$ cat src/dam_pkg.sv
// Package for the dual alarm monitor: register offsets, field positions,
// reset values and source codes.
// Assumes a 16-bit register port with byte addresses, words on even addresses.
package dam_pkg;

	localparam logic [5:0] OFF_ALARM_ONE_LIMIT = 6'h20;
	localparam logic [5:0] OFF_ALARM_TWO_LIMIT = 6'h22;
	localparam logic [5:0] OFF_ALARM_ONE_SPAN = 6'h24;
	localparam logic [5:0] OFF_ALARM_TWO_SPAN = 6'h26;
	localparam logic [5:0] OFF_ALARM_CONTROL = 6'h28;

	localparam logic [15:0] RST_LIMIT = 16'h0000;
	localparam logic [15:0] RST_SPAN = 16'h0000;
	localparam logic [15:0] RST_CONTROL = 16'h0000;

	// Bits that read back; unused bits read as zero
	localparam logic [15:0] MASK_LIMIT = 16'hBFFF;
	localparam logic [15:0] MASK_SPAN = 16'h00FF;
	localparam logic [15:0] MASK_CONTROL = 16'hFF07;

	localparam int LIMIT_ABOVE_BIT = 15;
	localparam int LIMIT_MSB = 13;
	localparam int SPAN_MSB = 7;
	localparam int CTRL_SLOPE_TWO_BIT = 15;
	localparam int CTRL_SRC_TWO_LSB = 12;
	localparam int CTRL_SLOPE_ONE_BIT = 11;
	localparam int CTRL_SRC_ONE_LSB = 8;
	localparam int CTRL_HW_EN_BIT = 2;
	localparam int CTRL_HW_POL_BIT = 1;
	localparam int CTRL_HW_LINE_BIT = 0;

	typedef enum logic [2:0] {
		SRC_OFF = 3'b000,
		SRC_SUPPLY = 3'b001,
		SRC_ACCEL_X = 3'b010,
		SRC_ACCEL_Y = 3'b011,
		SRC_AUX_ADC = 3'b100,
		SRC_TEMP = 3'b101,
		SRC_TILT_X = 3'b110,
		SRC_TILT_Y = 3'b111
	} dam_src_type;

	// One bit per source code: 1 = twos complement, 0 = straight binary
	localparam logic [7:0] SRC_SIGNED = 8'hCC;

	localparam logic [7:0] SPAN_MIN = 8'h01;

endpackage : dam_pkg

$ cat src/dam_alarm_unit.sv
// Dual alarm monitor: two limit/slope comparators, their registers and the
// hardware alarm indicator on one of the two shared I/O lines.
// Assumes sample_i pulses once per output update, all inputs on clk_i.
//
// Contract
// - Two monitors, own limit/span, shared control
// - Control register enables and selects source
// - Each monitor fixed-limit or slope mode
// - Control maps alarm to I/O line
// - Indicator asserts when either alarm active
// - Pin priority: misc, then alarm, then gpio
// - Limit bit 15 picks above or below
// - Limit in bits 13:0, bit 14 unused
// - Limit uses the monitored output's format
// - Fixed mode compares instantaneous value each sample
// - Slope mode compares change averaged over span
// - Evaluation uses unaveraged instantaneous samples
// - Indicator never latches, follows condition
// - Limit reads zero after power-up
// - Both monitors may watch same variable
// - Source field codes; zero disables alarm
// - Bits 11 and 15 enable slope mode
// - Control bits 2:0 enable, polarity, line
// - Span register holds eight-bit sample count
`timescale 1ns/100ps

////////////////////////////////////////////////////////////////////////////////
module dam_monitor
	import dam_pkg::*;
(
	input wire logic clk_i, // Core clock
	input wire logic rst_n_i, // Synchronous reset, active low
	input wire logic ce_i, // Clock enable
	input wire logic sample_i, // New output sample pulse
	input wire logic [2:0] src_i, // Source select, zero disables
	input wire logic slope_i, // Slope mode
	input wire logic above_i, // Alarm above limit
	input wire logic signed_i, // Source is twos complement
	input wire logic [13:0] value_i, // Selected instantaneous value
	input wire logic [13:0] limit_i, // Limit value, in the source's format
	input wire logic [7:0] span_i, // Slope sample count
	output logic active_o // Alarm condition
);

	logic active_q, active_d, primed_q, primed_d;
	logic signed [14:0] start_q, start_d, v_ext, l_ext;
	logic [7:0] cnt_q, cnt_d, cnt_n, span_eff;
	logic signed [15:0] delta;
	logic signed [23:0] delta_ext, lim_scaled;
	logic fixed_hit, slope_hit;

	// Limit and value share the source's number format
	assign v_ext = signed_i ? {value_i[13], value_i} : {1'b0, value_i};
	assign l_ext = signed_i ? {limit_i[13], limit_i} : {1'b0, limit_i};
	assign span_eff = (span_i == 8'h00) ? SPAN_MIN : span_i;
	assign cnt_n = 8'(cnt_q + 8'h01);
	assign delta = {v_ext[14], v_ext} - {start_q[14], start_q};
	assign delta_ext = {{8{delta[15]}}, delta};
	// Averaged change vs limit, scaled by span to avoid a divider
	assign lim_scaled = l_ext * $signed({1'b0, span_eff});
	assign fixed_hit = above_i ? (v_ext > l_ext) : (v_ext < l_ext);
	assign slope_hit = above_i ? (delta_ext > lim_scaled) : (delta_ext < lim_scaled);

	always_comb begin
		active_d = active_q;
		primed_d = primed_q;
		start_d = start_q;
		cnt_d = cnt_q;
		if (src_i == SRC_OFF) begin
			active_d = 1'b0;
			primed_d = 1'b0;
			cnt_d = 8'h00;
		end else if (sample_i) begin
			if (!slope_i) begin
				active_d = fixed_hit;
				primed_d = 1'b1;
				start_d = v_ext;
				cnt_d = 8'h00;
			end else if (!primed_q) begin
				primed_d = 1'b1;
				start_d = v_ext;
				cnt_d = 8'h00;
			end else if (cnt_n >= span_eff) begin
				active_d = slope_hit;
				start_d = v_ext;
				cnt_d = 8'h00;
			end else begin
				cnt_d = cnt_n;
			end
		end
	end

	always_ff @(posedge clk_i) begin
		if (!rst_n_i) begin
			active_q <= 1'b0;
			primed_q <= 1'b0;
			start_q <= '0;
			cnt_q <= 8'h00;
		end else if (ce_i) begin
			active_q <= active_d;
			primed_q <= primed_d;
			start_q <= start_d;
			cnt_q <= cnt_d;
		end
	end

	assign active_o = active_q;

	off_clears_a: assert property (@(posedge clk_i) disable iff (!rst_n_i)
		ce_i && src_i == SRC_OFF |=> !active_q)
		else $error("disabled alarm still active");
	fixed_cmp_a: assert property (@(posedge clk_i) disable iff (!rst_n_i)
		ce_i && sample_i && src_i != SRC_OFF && !slope_i
		|=> active_q == $past(above_i ? (v_ext > l_ext) : (v_ext < l_ext)))
		else $error("fixed comparison wrong");
	hold_between_a: assert property (@(posedge clk_i) disable iff (!rst_n_i)
		(!ce_i || (!sample_i && src_i != SRC_OFF)) |=> $stable(active_q))
		else $error("alarm changed without sample");
	slope_window_a: assert property (@(posedge clk_i) disable iff (!rst_n_i)
		ce_i && sample_i && slope_i && src_i != SRC_OFF && primed_q
		&& cnt_n >= span_eff |=> cnt_q == 8'h00)
		else $error("slope window did not restart");

endmodule : dam_monitor

////////////////////////////////////////////////////////////////////////////////
module dam_alarm_unit
	import dam_pkg::*;
(
	input wire logic clk_i, // Core clock, 200 MHz
	input wire logic rst_n_i, // Synchronous reset, active low
	input wire logic ce_i, // Clock enable, freezes all state
	input wire logic reg_wr_i, // Register write strobe
	input wire logic [5:0] reg_addr_i, // Register byte address
	input wire logic [15:0] reg_wdata_i, // Register write data
	output logic [15:0] reg_rdata_o, // Register read data
	input wire logic sample_i, // Output variables updated
	input wire logic [13:0] supply_i, // Supply output
	input wire logic [13:0] accel_x_i, // X acceleration output
	input wire logic [13:0] accel_y_i, // Y acceleration output
	input wire logic [13:0] aux_adc_i, // Auxiliary converter output
	input wire logic [13:0] temp_i, // Temperature output
	input wire logic [13:0] tilt_x_i, // X inclination output
	input wire logic [13:0] tilt_y_result_i, // Y inclination output
	input wire logic [1:0] misc_owns_io_i, // Misc control claims line
	input wire logic [1:0] misc_out_i, // Misc control line level
	input wire logic [1:0] misc_oe_i, // Misc control line enable
	input wire logic [1:0] gpio_out_i, // I/O control line level
	input wire logic [1:0] gpio_oe_i, // I/O control line enable
	output logic io_line_zero_out_o, // Line zero level
	output logic io_line_zero_oe_o, // Line zero enable
	output logic io_line_one_out_o, // Line one level
	output logic io_line_one_oe_o, // Line one enable
	output logic [1:0] alarm_status_o // Alarm two, alarm one
);

	logic [15:0] lim1_q, lim1_d, lim2_q, lim2_d, span1_q, span1_d, span2_q, span2_d;
	logic [15:0] ctrl_q, ctrl_d, rdata_q, rdata_d;
	logic [1:0] io_out_q, io_out_d, io_oe_q, io_oe_d;
	logic [13:0] src_val [8];
	logic [2:0] src1, src2;
	logic [1:0] active;
	logic wr, any_alarm, hw_en, hw_level;

	////////////////////////////////////////////////////////////////////////////
	// Registers

	assign wr = ce_i && reg_wr_i && !reg_addr_i[0];

	always_comb begin
		lim1_d = lim1_q;
		lim2_d = lim2_q;
		span1_d = span1_q;
		span2_d = span2_q;
		ctrl_d = ctrl_q;
		if (wr) begin
			unique case (reg_addr_i)
				OFF_ALARM_ONE_LIMIT: lim1_d = reg_wdata_i & MASK_LIMIT;
				OFF_ALARM_TWO_LIMIT: lim2_d = reg_wdata_i & MASK_LIMIT;
				OFF_ALARM_ONE_SPAN: span1_d = reg_wdata_i & MASK_SPAN;
				OFF_ALARM_TWO_SPAN: span2_d = reg_wdata_i & MASK_SPAN;
				OFF_ALARM_CONTROL: ctrl_d = reg_wdata_i & MASK_CONTROL;
				default: ;
			endcase
		end
		rdata_d = 16'h0000;
		if (!reg_addr_i[0]) begin
			unique case (reg_addr_i)
				OFF_ALARM_ONE_LIMIT: rdata_d = lim1_q;
				OFF_ALARM_TWO_LIMIT: rdata_d = lim2_q;
				OFF_ALARM_ONE_SPAN: rdata_d = span1_q;
				OFF_ALARM_TWO_SPAN: rdata_d = span2_q;
				OFF_ALARM_CONTROL: rdata_d = ctrl_q;
				default: rdata_d = 16'h0000;
			endcase
		end
	end

	always_ff @(posedge clk_i) begin
		if (!rst_n_i) begin
			lim1_q <= RST_LIMIT;
			lim2_q <= RST_LIMIT;
			span1_q <= RST_SPAN;
			span2_q <= RST_SPAN;
			ctrl_q <= RST_CONTROL;
			rdata_q <= 16'h0000;
		end else if (ce_i) begin
			lim1_q <= lim1_d;
			lim2_q <= lim2_d;
			span1_q <= span1_d;
			span2_q <= span2_d;
			ctrl_q <= ctrl_d;
			rdata_q <= rdata_d;
		end
	end

	////////////////////////////////////////////////////////////////////////////
	// Monitors: raw instantaneous outputs, never averaged ones

	assign src_val[0] = 14'h0000;
	assign src_val[1] = supply_i;
	assign src_val[2] = accel_x_i;
	assign src_val[3] = accel_y_i;
	assign src_val[4] = aux_adc_i;
	assign src_val[5] = temp_i;
	assign src_val[6] = tilt_x_i;
	assign src_val[7] = tilt_y_result_i;
	assign src1 = ctrl_q[CTRL_SRC_ONE_LSB +: 3];
	assign src2 = ctrl_q[CTRL_SRC_TWO_LSB +: 3];

	// Each monitor picks its source independently, so both may share one
	dam_monitor u_alarm_one (
		.clk_i(clk_i),
		.rst_n_i(rst_n_i),
		.ce_i(ce_i),
		.sample_i(sample_i),
		.src_i(src1),
		.slope_i(ctrl_q[CTRL_SLOPE_ONE_BIT]),
		.above_i(lim1_q[LIMIT_ABOVE_BIT]),
		.signed_i(SRC_SIGNED[src1]),
		.value_i(src_val[src1]),
		.limit_i(lim1_q[LIMIT_MSB:0]),
		.span_i(span1_q[SPAN_MSB:0]),
		.active_o(active[0])
	);

	dam_monitor u_alarm_two (
		.clk_i(clk_i),
		.rst_n_i(rst_n_i),
		.ce_i(ce_i),
		.sample_i(sample_i),
		.src_i(src2),
		.slope_i(ctrl_q[CTRL_SLOPE_TWO_BIT]),
		.above_i(lim2_q[LIMIT_ABOVE_BIT]),
		.signed_i(SRC_SIGNED[src2]),
		.value_i(src_val[src2]),
		.limit_i(lim2_q[LIMIT_MSB:0]),
		.span_i(span2_q[SPAN_MSB:0]),
		.active_o(active[1])
	);

	////////////////////////////////////////////////////////////////////////////
	// I/O lines

	assign any_alarm = active[0] | active[1];
	assign hw_en = ctrl_q[CTRL_HW_EN_BIT];
	assign hw_level = ctrl_q[CTRL_HW_POL_BIT] ~^ any_alarm;

	always_comb begin
		for (int k = 0; k < 2; k++) begin
			if (misc_owns_io_i[k]) begin
				io_out_d[k] = misc_out_i[k];
				io_oe_d[k] = misc_oe_i[k];
			end else if (hw_en && ctrl_q[CTRL_HW_LINE_BIT] == k[0]) begin
				io_out_d[k] = hw_level;
				io_oe_d[k] = 1'b1;
			end else begin
				io_out_d[k] = gpio_out_i[k];
				io_oe_d[k] = gpio_oe_i[k];
			end
		end
	end

	always_ff @(posedge clk_i) begin
		if (!rst_n_i) begin
			io_out_q <= 2'h0;
			io_oe_q <= 2'h0;
		end else if (ce_i) begin
			io_out_q <= io_out_d;
			io_oe_q <= io_oe_d;
		end
	end

	assign reg_rdata_o = rdata_q;
	assign io_line_zero_out_o = io_out_q[0];
	assign io_line_zero_oe_o = io_oe_q[0];
	assign io_line_one_out_o = io_out_q[1];
	assign io_line_one_oe_o = io_oe_q[1];
	assign alarm_status_o = active;

	limit_reset_a: assert property (@(posedge clk_i)
		$rose(rst_n_i) |-> lim1_q == RST_LIMIT && lim2_q == RST_LIMIT)
		else $error("limit not zero after reset");
	limit_write_a: assert property (@(posedge clk_i) disable iff (!rst_n_i)
		wr && reg_addr_i == OFF_ALARM_TWO_LIMIT
		|=> lim2_q == ($past(reg_wdata_i) & MASK_LIMIT) && !lim2_q[14])
		else $error("limit write lost");
	hw_line_a: assert property (@(posedge clk_i) disable iff (!rst_n_i)
		ce_i && hw_en && !ctrl_q[CTRL_HW_LINE_BIT] && !misc_owns_io_i[0]
		|=> io_oe_q[0] && io_out_q[0] == $past(ctrl_q[1] ~^ (active[0] | active[1])))
		else $error("alarm indicator wrong");
	misc_first_a: assert property (@(posedge clk_i) disable iff (!rst_n_i)
		ce_i && misc_owns_io_i[1]
		|=> io_out_q[1] == $past(misc_out_i[1]) && io_oe_q[1] == $past(misc_oe_i[1]))
		else $error("misc control lost line");
	gpio_last_a: assert property (@(posedge clk_i) disable iff (!rst_n_i)
		ce_i && !misc_owns_io_i[1] && !(hw_en && ctrl_q[CTRL_HW_LINE_BIT])
		|=> io_out_q[1] == $past(gpio_out_i[1]) && io_oe_q[1] == $past(gpio_oe_i[1]))
		else $error("gpio control lost line");
	ce_freeze_a: assert property (@(posedge clk_i) disable iff (!rst_n_i)
		!ce_i |=> $stable(ctrl_q) && $stable(io_out_q))
		else $error("state moved while disabled");

endmodule : dam_alarm_unit

$ cat config.mk
export PLATFORM = sky130hd
export DESIGN_NAME = dam_alarm_unit
export DESIGN_NICKNAME = d
export VERILOG_FILES = /design/src/dam_pkg.sv /design/src/dam_alarm_unit.sv
export SDC_FILE = /design/constraint.sdc
export NUM_CORES = 1
export LEC_CHECK = 0
export ABC_CLOCK_PERIOD_IN_PS = 10450
export BUFFER_PORTS_ARGS = -buffer_cell sky130_fd_sc_hd__buf_2
export CORE_ASPECT_RATIO = 0.75
export CORE_MARGIN = 4
export CORE_UTILIZATION = 40
export CTS_BUF_LIST = sky130_fd_sc_hd__clkbuf_4
export DETAILED_ROUTE_END_ITERATION = 16
export PLACE_DENSITY = 0.65
export SETUP_SLACK_MARGIN = 0.02
export SKIP_CTS_REPAIR_TIMING = 1
export SLEW_MARGIN = 20
export SYNTH_ARGS = -nofsm -noshare
export SYNTH_HDL_FRONTEND = slang
export SYNTH_SLANG_ARGS = --single-unit
$ cat constraint.sdc
create_clock -name clk_i -period 10.45 [get_ports clk_i]
set_input_delay 2.09 -clock clk_i [delete_from_list [all_inputs] [get_ports clk_i]]
set_output_delay 2.09 -clock clk_i [all_outputs]
set_load 0.05 [all_outputs]
# After elaboration in Yosys (flattened, before gate mapping)
# Memory sizes are Yosys's and may differ from the RTL's. A register that Yosys moved wholly into a read port is not among the register bits.
# Cells that the tools add are included.
[classes] n_lt_le_gt_ge=14 n_mul=2 n_eq_ne=11 n_bitwise=7 mux=61 add_sub_neg=4 reduce_logical=22
[ops] cell="15-bit two-way mux" count=10
[ops] cell="8-bit two-way mux" count=12
[ops] cell="14-bit binary-select mux with 3-bit select" count=2
[ops] cell="16-bit one-hot mux with 5 select lines" count=1
[ops] cell="14-bit two-way mux" count=4
[ops] cell="16-bit by 24-bit > comparator with 1-bit output" count=2
[ops] cell="16-bit by 24-bit < comparator with 1-bit output" count=2
[ops] cell="15-bit by 9-bit multiplier with 24-bit output" count=2
[ops] cell="15-bit by 15-bit subtractor with 16-bit output" count=2
[ops] cell="6-bit equality test (second input constant)" count=5
[ops] cell="15-bit > comparator" count=2
[ops] cell="15-bit < comparator" count=2
[ops] cell="1-bit two-way mux" count=27
[ops] cell="8-bit by 1-bit adder with 8-bit output (second input constant)" count=2
[ops] cell="8-bit greater-or-equal comparator" count=2
[ops] cell="8-bit logical NOT" count=2
[ops] cell="16-bit two-way mux" count=1
[ops] cell="4-bit AND reduction" count=4
[ops] cell="3-bit AND reduction" count=5
[ops] cell="3-bit two-way mux" count=4
[ops] cell="3-bit by 1-bit != test with 1-bit output (second input constant)" count=4
[ops] cell="4-bit greater-or-equal comparator (second input constant)" count=2
[ops] cell="3-bit by 4-bit < comparator with 1-bit output (second input constant)" count=2
[ops] cell="3-bit inverter with 4-bit output" count=2
[ops] cell="other kinds (9)" count=18
[totals] ff_bits=127 elab_cells=139 rom_bits=16 mem_count=2 out_inout_bits=22 inputBits=135
[mem_list] memory="(no name shown)" words=8 width=1 rd=1 rd_ports_with_merged_regs=1 wr=0 line="dam_alarm_unit.sv:255" source=".signed_i(SRC_SIGNED[src2]),"
[mem_list] memory="(no name shown)" words=8 width=1 rd=1 rd_ports_with_merged_regs=1 wr=0 line="dam_alarm_unit.sv:240" source=".signed_i(SRC_SIGNED[src1]),"

# Longest topological paths before layout
# Gate-level depths: netlist (run 1).
[depth] ltp_word=13 mapped_depth=30 mapped_depth_nobuf=29

# By module
# A second synthesis (run 1) with hierarchy kept.
[unflattened] hier_cells=2319 hier_area_um2=19252.2
[by_module_without_submodules] mod="dam_monitor at u_alarm_one" area_per_inst_um2=7213.2 cells_per_inst=917 instances=1 seq_area_each_um2=500.5
[by_module_without_submodules] mod="dam_monitor at u_alarm_two" area_per_inst_um2=7089.3 cells_per_inst=875 instances=1 seq_area_each_um2=500.5
[by_module_without_submodules] mod="dam_alarm_unit" area_per_inst_um2=4949.7 cells_per_inst=527 instances=1 seq_area_each_um2=1581.5

# Least setup slack after synthesis (run 1)
# Ideal clock, no wire load.
[synth_timing] kind="register to register" start="reg span2_q[4]" end="reg u_alarm_two.active_q, in the netlist u_alarm_two.active_o" required_time_ns=10.363 setup_slack_ns=3.616 path_buffers=1 arrival_ns=6.747 path_stages_with_launch=29 period_less_slack_ns=6.834 setup_ns=0.087 cell_sequence="dfxtp_1 -> nor4_1 -> a41o_1 -> buf_1 -> nand2_1 -> fa_1 -> inv_1 -> fa_1 -> fa_1 -> inv_1 -> fa_1 -> inv_1 -> ha_1 -> and3_4 -> and3_1 -> a2111o_1 -> a31o_1 -> or4_4 -> a31o_1 -> a21oi_2 -> xnor2_1 -> ha_1 -> nand4_1 -> nor3_1 -> o41ai_1 -> a32o_1 -> o21ai_0 -> a21oi_1 -> o31ai_1"
[synth_via] elab_chain_len=10 elab_cells_between_ends=14 classes_between="1 x mul; 3 x order compare; 1 x eq/ne; 7 x mux; 2 x reduce/logical"
[synth_lines] element="start: declaration" line="dam_alarm_unit.sv:157" source="logic [15:0] lim1_q, lim1_d, lim2_q, lim2_d, span1_q, span1_d, span2_q, span2_d;"
[synth_lines] element="start signal: assignment" line="dam_alarm_unit.sv:211" source="span2_q <= span2_d;"
[synth_lines] element="8-bit logical NOT" line="dam_alarm_unit.sv:55" source="assign span_eff = (span_i == 8'h00) ? SPAN_MIN : span_i;"
[synth_lines] element="8-bit two-way mux *" line="dam_alarm_unit.sv:55"
[synth_lines] element="15-bit by 9-bit multiplier with 24-bit output" line="dam_alarm_unit.sv:60" source="assign lim_scaled = l_ext * $signed({1'b0, span_eff});"
[synth_lines] element="16-bit by 24-bit < comparator with 1-bit output or 16-bit by 24-bit > comparator with 1-bit output (tied branches)" line="dam_alarm_unit.sv:62" source="assign slope_hit = above_i ? (delta_ext > lim_scaled) : (delta_ext < lim_scaled);"
[synth_lines] element="1-bit two-way mux" line="dam_alarm_unit.sv:62"
[synth_lines] element="1-bit two-way mux" line="dam_alarm_unit.sv:83" source="end else if (cnt_n >= span_eff) begin"
[synth_lines] element="1-bit two-way mux" line="dam_alarm_unit.sv:79" source="end else if (!primed_q) begin"
[synth_lines] element="1-bit two-way mux" line="dam_alarm_unit.sv:74" source="if (!slope_i) begin"
[synth_lines] element="1-bit two-way mux" line="dam_alarm_unit.sv:73" source="end else if (sample_i) begin"
[synth_lines] element="1-bit two-way mux" line="dam_alarm_unit.sv:69" source="if (src_i == SRC_OFF) begin"
[synth_lines] element="end signal: assignment" line="dam_alarm_unit.sv:100" source="active_q <= active_d;"
[synth_lines] element="end: declaration" line="dam_alarm_unit.sv:45" source="logic active_q, active_d, primed_q, primed_d;"
# Every way passes the cells marked *; elsewhere a longest branch is shown, timed or not. The select of a mux whose other input is x is not followed.
# A chain may end at the register's enable or synchronous reset.

# Worst setup path in the final report (run 1)
# Ends and elaborated chain as after synthesis.

==> tab_implementation.tex, run 1 <==
\begin{tabular}{lr}
\hline
Metric & Value \\
\hline
\multicolumn{2}{l}{\textbf{Outcome}} \\
\quad Run status & complete, no violations \\
\multicolumn{2}{l}{\textbf{Timing}} \\
\quad Max-slew violation count & 0 \\
\quad Setup slack of the critical path after layout & 2670 ps \\
\quad Fmax achieved & about 130 MHz \\
\quad Worst hold slack after final layout & 476 ps \\
\quad Tcrit/Tclk final & between 70 and 80\% \\
\quad Setup repair after global routing missed its margin & false \\
\quad Aggregate negative setup slack & 0 ps \\
\quad Hold Fails Final Rpt & 0 \\
\quad Worst slew margin relative to its limit & a little over a quarter \\
\quad Skew final & 26.9 ps \\
\quad Shortest clock period the worst path allows after layout & 7780 ps \\
\quad Measured slew at the worst slew-check pin & roughly 1100 ps \\
\quad \# setup viols final & 0 \\
\multicolumn{2}{l}{\textbf{Place}} \\
\quad Gp weighted congestion & around 0.95 \\
\quad Instance area at placement & 20,200 um2 \\
\quad Buffers on Ports & 156 \\
\quad Half-perimeter wire length of the detailed placement result & 50.9 mm \\
\quad Worst Setup Slack post-DPL & 2790 ps \\
\multicolumn{2}{l}{\textbf{Clock network}} \\
\quad Root buffer selected by CTS & clkbuf\_4 \\
\quad Sinks on Clock Net & 129 \\
\quad Clock-pin transition on the worst setup and hold timing paths & 130 ps \\
\quad Source-to-sink clock delay at the later pin of the worst-skew pair & between 600 and 700 ps \\
\quad Worst-case clock buffer depth & 2 \\
\quad Number of buffers created by CTS & 17 \\
\quad TritonCTS clock tree & yes \\
\quad Level count of the clock H-tree & 4 \\
\multicolumn{2}{l}{\textbf{Detailed routing}} \\
\quad DRT Wirelength & between 60 and 70 mm \\
\quad Residual DRC & 0 \\
\quad Routed length on met3 & between 6 and 7 mm \\
\quad Initial detailed-routing violation count & 1,720 \\
\quad DR pass1 iterations & 6 \\
\quad Post-detailed-route wirelength per cell & 19.7 um \\
\quad Number of nets with antenna violations after detailed routing & 0 \\
\quad Vias after detailed routing & approximately 17k \\
\quad Max Used Layer & met5 \\
\quad Detailed-routing wirelength on met1 & about 28 mm \\
\quad Met2 WL & 24.3 mm \\
\quad Per-cell via count in the routed design & 5.46 \\
\multicolumn{2}{l}{\textbf{Die}} \\
\quad Die W & 259 um \\
\quad Standard-cell rows & 68 \\
\quad Initial cell density of the core & 40.7\% \\
\quad Standard cell core area & roughly 46,000 um2 \\
\quad I/O pin cnt & 157 \\
\quad DIE HEIGHT & 196 um \\
\quad Die outline area & 50,800 um2 \\
\multicolumn{2}{l}{\textbf{Synth}} \\
\quad Primary flip-flop cell chosen by synthesis mapping & dfxtp\_1 \\
\quad Share of synthesized area occupied by flip-flops and latches & 13.7\% \\
\quad Proportion of netlist area held by the largest area contributor & 20.6\% \\
\quad Commonest cells in the synthesized netlist & inv\_1, nand2\_1, ha\_1, nor2\_1, fa\_1 \\
\quad Dominant cell by count in the synthesized netlist & inv\_1 \\
\quad Gate count of the mapped netlist & 2,344 \\
\quad Fraction of registers with async set/reset & 0\% \\
\quad Leading cell types by total area after synthesis & fa\_1, ha\_1, dfxtp\_1, inv\_1, nand2\_1 \\
\quad Cell type with the highest aggregate area in the netlist & fa\_1 \\
\quad Combined area of all synthesized cells & between 15,000 and 20,000 um2 \\
\quad Average instance area after synthesis & 8.06 um2 \\
\quad Number of enable flip-flop cells after synthesis & 0 \\
\quad Nets in the synthesized netlist & 2,895 \\
\quad Synthesis-stage register bit count & 129 \\
\quad Synthesis Warnings & 0 \\
\quad Post-synth cell types & 72 \\
\multicolumn{2}{l}{\textbf{Worst hold path}} \\
\quad Class of the most critical hold timing path & reg2reg \\
\multicolumn{2}{l}{\textbf{GRT}} \\
\quad Vias in the first global route & about 17k \\
\quad Combined global-route utilization of all metal layers & 23.7\% \\
\quad Total global routing overflow & 0 \\
\quad First-pass GRT wire length & 93.8 mm \\
\quad Number of antenna violations at the first check in global routing & 5 \\
\quad Largest net degree at the start of global routing & 81 \\
\multicolumn{2}{l}{\textbf{Setup path}} \\
\quad Buffers and inverters on the worst path & 4 \\
\quad Worst path slowest cell & a41o\_1 \\
\quad Crit end category & register \\
\quad Data arrival, critical path & 8310 ps \\
\quad Startpoint type of the worst setup path & register \\
\quad Max incr delay on CP & roughly 640 ps \\
\quad Largest fanout on the critical path & 16 \\
\quad Crit-path leading delay family & compound AO/OA/AOI/OAI gates \\
\quad Data required time at the worst endpoint & 10,980 ps \\
\quad Class of the most critical setup path & reg2reg \\
\multicolumn{2}{l}{\textbf{Power and ir drop}} \\
\quad Areal power density over the cells & $\sim$47 nW/um2 \\
\quad Pleak & 9.57 nW \\
\quad Maximum ir drop on the vdd rail & 0.0637 mV \\
\multicolumn{2}{l}{\textbf{Job}} \\
\quad Max-capacitance violation count & 0 \\
\multicolumn{2}{l}{\textbf{Cells and area}} \\
\quad Area added between synthesis and finish & 8.47\% \\
\quad Fraction of final layout cells with drive strength greater than 1 & about 11\% \\
\quad Nets & 2,987 \\
\quad Post-route cell area & just over 20,000 um2 \\
\quad Core Util, Final & 44.2\% \\
\hline
\end{tabular}
-- flip-flops by register name, indices dropped and copies added (netlist names), 2 cells and up --
name                 count
lim1_q                  15
ctrl_q                  11
u_alarm_two.start_q     15
io_out_q                 2
u_alarm_two.cnt_q        8
io_oe_q                  2
lim2_q                  15
u_alarm_one.start_q     15
span2_q                  8
span1_q                  8
reg_rdata_o             16
u_alarm_one.cnt_q        8
-- worst register-to-register path: cells and delay by family, from the launching register on --
kind / cells / cell delay [ps]
xor+xnor: 1 / 80
simple gates: 5 / 1490
compound gates: 11 / 2700
buf+inv: 4 / 320
flops: 1 / 510
fa+ha+maj: 6 / 2620
-- per-stage QoR --
stage / power, W / std cells
after detailed placement: 0.000627 / 3047
after CTS: 0.000964 / 3079
final: 0.000962 / 3081
after global placement: 0.000624 / 3047
after global routing: 0.000997 / 3081
after floorplan: 0.000570 / 2344
-- placed cells by master, fill, tap and decap left out, types with 33 or more instances in the layout --
cell     instances
xor2_1          37
mux2i_1         35
a21oi_1        163
a21o_1          33
fa_1           194
nand2_1        320
o21ai_0         69
dfxtp_1        127
ha_1           222
inv_1          409
xnor2_1         45
a22oi_1         44
nand3_1         36
buf_2          156
nor2_1         197
-- per-layer routing --
metal | up-vias | GRT usage [%]
met1 | 8024 | 34.6
li1 | 7882 | -
met2 | 819 | 33.3
met4 | 6 | 8.07
met5 | - | 0
met3 | 93 | 6.93
-- area by class of cell --
| class | count | area (um2) |
|---|---|---|
| multi-input combinational | 1708 | 14400 |
| inverter | 411 | 1540 |
| clock inverter | 13 | 111 |
| antenna | 2 | 5.00 |
| timing repair buffer | 169 | 878 |
| fill | 4625 | 25900 |
| tap | 630 | 788 |
| sequential | 129 | 2580 |
| clock buffer | 19 | 143 |
-- power breakdown --
part	internal, W	switching, W
Combinational	0.0000515	0.0000723
Clock	0.000123	0.000219
Sequential	0.000494	0.00000251
-- kinds of logic (layout without fill, tap and decap cells) --
kind of cell	count (synthesis)	count (layout)	share of synthesized area [%]
AND/OR/NAND/NOR	699	699	16.2
buffers and inverters	507	612	10.1
AO/OA/AOI/OAI	419	419	14.0
adder cells (fa/ha/maj)	416	416	35.3
flip-flops	129	129	13.7
multiplexers	92	92	6.92
XOR/XNOR	82	82	3.80
other	0	2	0
-- worst paths after layout --
path	from	end	slack, ps	cells after the start
worst max-delay path	span2_q[4]	u_alarm_two.active_o	2670	27
worst min-delay path	u_alarm_one.cnt_q[7]	u_alarm_one.cnt_q[7]	480	2
worst max register to register	span2_q[4]	u_alarm_two.active_o	2670	27
worst min register to register	u_alarm_one.cnt_q[7]	u_alarm_one.cnt_q[7]	480	2
(Power assumes the default switching activity.)
==> run 2, diff against run 1 <==
--- a/config.mk
+++ b/config.mk
@@ -5,7 +5,8 @@
 export SDC_FILE = /design/constraint.sdc
 export NUM_CORES = 1
 export LEC_CHECK = 0
-export ABC_CLOCK_PERIOD_IN_PS = 10450
+export ABC_AREA = 1
+export ABC_CLOCK_PERIOD_IN_PS = 7700
 export BUFFER_PORTS_ARGS = -buffer_cell sky130_fd_sc_hd__buf_2
 export CORE_ASPECT_RATIO = 0.75
 export CORE_MARGIN = 4
==> constraint.sdc (replaced) <==
create_clock -name clk_i -period 7.7 [get_ports clk_i]
set_input_delay 1.54 -clock clk_i [delete_from_list [all_inputs] [get_ports clk_i]]
set_output_delay 1.54 -clock clk_i [all_outputs]
set_load 0.05 [all_outputs]
==> tab_implementation.tex, run 2 <==
\begin{tabular}{lr}
\hline
Metric & Value \\
\hline
\multicolumn{2}{l}{\textbf{Outcome}} \\
\quad Run status & complete, no violations \\
\multicolumn{2}{l}{\textbf{Detailed routing}} \\
\quad Vias after detailed routing & 18.2k (+8.2\%) \\
\quad Residual DRC & 0 (unchanged) \\
\quad Number of nets with antenna violations after detailed routing & 0 (unchanged) \\
\quad DR pass1 iterations & 7 (+1) \\
\quad Per-cell via count in the routed design & 5.18 (-5.1\%) \\
\quad Initial detailed-routing violation count & 2,257 (+31\%) \\
\quad DRT Wirelength & 60.6 mm (-0.16\%) \\
\quad Post-detailed-route wirelength per cell & 17.3 um (-12\%) \\
\multicolumn{2}{l}{\textbf{Timing}} \\
\quad Worst slew margin relative to its limit & 30.3\% (+4.2 points) \\
\quad Hold Fails Final Rpt & 0 (unchanged) \\
\quad \# setup viols final & 0 (unchanged) \\
\quad Measured slew at the worst slew-check pin & 1040 ps (-65.3 ps) \\
\quad Setup repair after global routing missed its margin & false \\
\quad Aggregate negative setup slack & 0 ps (unchanged) \\
\quad Tcrit/Tclk final & 90.2\% (+16 points) \\
\quad Max-slew violation count & 0 (unchanged) \\
\quad Worst hold slack after final layout & 467 ps (-8.82 ps) \\
\quad Skew final & 24.3 ps (-2.62 ps) \\
\quad Setup slack of the critical path after layout & 752 ps (-1920 ps) \\
\quad Fmax achieved & 144 MHz (+12\%) \\
\quad Shortest clock period the worst path allows after layout & 6950 ps (-827 ps) \\
\multicolumn{2}{l}{\textbf{Synth}} \\
\quad Gate count of the mapped netlist & 2,784 (+19\%) \\
\quad Average instance area after synthesis & 7.08 um2 (-12\%) \\
\quad Commonest cells in the synthesized netlist & inv\_1, nand2\_1, a21oi\_1, ha\_1, fa\_1 \\
\quad Combined area of all synthesized cells & 19,700 um2 (+4.4\%) \\
\quad Number of enable flip-flop cells after synthesis & 0 (unchanged) \\
\quad Dominant cell by count in the synthesized netlist & inv\_1 \\
\quad Synthesis Warnings & 0 (unchanged) \\
\quad Post-synth cell types & 55 (-24\%) \\
\quad Proportion of netlist area held by the largest area contributor & 19.7\% (-0.87 points) \\
\quad Primary flip-flop cell chosen by synthesis mapping & dfxtp\_1 \\
\quad Share of synthesized area occupied by flip-flops and latches & 13.1\% (-0.58 points) \\
\quad Leading cell types by total area after synthesis & fa\_1, ha\_1, dfxtp\_1, inv\_1, nand2\_1 \\
\quad Synthesis-stage register bit count & 129 (unchanged) \\
\quad Fraction of registers with async set/reset & 0\% (unchanged) \\
\quad Cell type with the highest aggregate area in the netlist & fa\_1 \\
\quad Nets in the synthesized netlist & 3,335 (+15\%) \\
\multicolumn{2}{l}{\textbf{Clock network}} \\
\quad Root buffer selected by CTS & clkbuf\_4 \\
\quad Level count of the clock H-tree & 4 (unchanged) \\
\quad Sinks on Clock Net & 129 (unchanged) \\
\quad Clock-pin transition on the worst setup and hold timing paths & 130 ps (about the same) \\
\quad Source-to-sink clock delay at the later pin of the worst-skew pair & 620 ps (about the same) \\
\quad Worst-case clock buffer depth & 2 (unchanged) \\
\quad Number of buffers created by CTS & 17 (unchanged) \\
\quad TritonCTS clock tree & yes \\
\multicolumn{2}{l}{\textbf{GRT}} \\
\quad Total global routing overflow & 0 (unchanged) \\
\quad Number of antenna violations at the first check in global routing & 7 (+2) \\
\quad Vias in the first global route & 17.2k (+3.0\%) \\
\quad First-pass GRT wire length & 96.4 mm (+2.7\%) \\
\quad Largest net degree at the start of global routing & 58 (-28\%) \\
\quad Combined global-route utilization of all metal layers & 22.6\% (-1.0 points) \\
\multicolumn{2}{l}{\textbf{Setup path}} \\
\quad Max incr delay on CP & 730 ps (+90 ps) \\
\quad Crit-path leading delay family & adder cells \\
\quad Data required time at the worst endpoint & 8250 ps (-2730 ps) \\
\quad Most common cell type on the critical path & nand2\_1 \\
\quad Startpoint type of the worst setup path & register \\
\quad Class of the most critical setup path & reg2reg \\
\quad Worst path depth & 34 (+26\%) \\
\quad Largest fanout on the critical path & 16 (unchanged) \\
\quad Crit end category & register \\
\quad Reg2Reg Depth & 34 (+26\%) \\
\quad Worst reg-to-reg setup slack & 750 ps (-1920 ps) \\
\quad Worst path slowest cell & dfxtp\_1 \\
\quad Buffers and inverters on the worst path & 6 (+2) \\
\quad Data arrival, critical path & 7490 ps (-820 ps) \\
\multicolumn{2}{l}{\textbf{Die}} \\
\quad I/O pin cnt & 157 (unchanged) \\
\quad Standard cell core area & 48,800 um2 (+5.2\%) \\
\quad DIE HEIGHT & 200 um (+2.1\%) \\
\quad Die W & 264 um (+2.1\%) \\
\quad Die outline area & 53,000 um2 (+4.3\%) \\
\quad Standard-cell rows & 70 (+2.9\%) \\
\quad Initial cell density of the core & 40.4\% (-0.31 points) \\
\multicolumn{2}{l}{\textbf{Cells and area}} \\
\quad Most frequent cells in the layout & inv\_1, nand2\_1, a21oi\_1, ha\_1, fa\_1 \\
\quad \# fillers & 5,100 (+10\%) \\
\quad Nets & 3,403 (+14\%) \\
\quad Post-route cell area & 21,100 um2 (+3.2\%) \\
\quad Area added between synthesis and finish & 7.17\% \\
\quad Final std cells w/o fill & 3,514 (+14\%) \\
\quad Max reg flops & 16 (unchanged) \\
\quad Commonest non-fill, non-tap cell in the layout & inv\_1 \\
\quad Fraction of final layout cells with drive strength greater than 1 & 9.35\% (-2.0 points) \\
\multicolumn{2}{l}{\textbf{Power and ir drop}} \\
\quad Areal power density over the cells & 65.7 nW/um2 (+40\%) \\
\quad Pleak & 11.1 nW (+16\%) \\
\quad Maximum ir drop on the vdd rail & 0.0761 mV (+20\%) \\
\multicolumn{2}{l}{\textbf{Job}} \\
\quad Max-capacitance violation count & 0 (unchanged) \\
\multicolumn{2}{l}{\textbf{Place}} \\
\quad Worst Setup Slack post-DPL & 868 ps (-1920 ps) \\
\quad Buffers on Ports & 156 (unchanged) \\
\quad Instance area at placement & 20,900 um2 (+3.2\%) \\
\quad Placed cell count & 3,481 (+14\%) \\
\quad Half-perimeter wire length of the detailed placement result & 50.3 mm (-1.1\%) \\
\quad Gp weighted congestion & 0.967 (+1.5\%) \\
\multicolumn{2}{l}{\textbf{Worst hold path}} \\
\quad Count of cells along the worst hold path & 2 (unchanged) \\
\quad Class of the most critical hold timing path & reg2reg \\
\hline
\end{tabular}
run 2: changes by cell type after synthesis, sizes merged, moves of 29 or more:
cell,delta
mux2,-29
a22oi,-29
nand2,+237
mux2i,-35
a21o,-29
a21oi,+92
inv,+232
o21ai,+90
run 2: layer usage:
layer	vias up	global-route usage, %	routed length (um)
met2	876	31.0	22900
met3	107	6.88	7120
li1	8863	-	-
met4	12	6.66	1820
met1	8350	34.0	28800
met5	-	0	76
run 2: final timing paths:
path,start,end
worst max-delay path,span2_q[4],u_alarm_two.active_o
worst min-delay path,u_alarm_one.start_q[5],u_alarm_one.start_q[5]
worst max register to register,span2_q[4],u_alarm_two.active_o
worst min register to register,u_alarm_one.start_q[5],u_alarm_one.start_q[5]
run 2: kinds of logic (layout without fill, tap and decap cells):
group,after synthesis,in the layout,synth area share (%)
flip-flops,129,129,13.1
XOR/XNOR,85,85,3.78
other,0,1,0
AND/OR/NAND/NOR,832,832,17.2
adder cells (fa/ha/maj),416,416,33.8
buffers and inverters,763,844,15.1
AO/OA/AOI/OAI,559,559,17.1
run 2: area by class of cell:
type | count | area, um2 | area share [%]
Sequential cell | 129 | 2580 | 12.2
Tap cell | 648 | 811 | 3.84
Inverter | 642 | 2410 | 11.4
Antenna cell | 1 | 2.50 | 0.0118
Timing Repair Buffer | 170 | 886 | 4.19
Clock buffer | 17 | 128 | 0.604
Clock inverter | 15 | 138 | 0.651
Multi-Input combinational cell | 1892 | 14200 | 67.1
run 2: worst register-to-register path, delay by kind of cell (launching register included):
kind | cells | cell delay, ps
fa+ha+maj | 6 | 2790
compound gates | 1 | 130
flops | 1 | 730
xor+xnor | 1 | 80
simple gates | 20 | 2580
buf+inv | 6 | 590
run 2: report_power, final:
group / switching, W / internal, W
combinational: 0.000164 / 0.0000898
clock: 0.000300 / 0.000161
sequential: 0.00000393 / 0.000670
total: 0.000468 / 0.000921
run 2: stage by stage:
| step | power (W) | util (%) |
|---|---|---|
| 3_5_place_dp | 0.000937 | 42.8 |
| 6_report | 0.00139 | 43.3 |
| 5_1_grt | 0.00147 | 43.3 |
| 4_1_cts | 0.00140 | 43.3 |
| 2_1_floorplan | 0.000839 | - |
| 3_3_place_gp | 0.000936 | 42.8 |
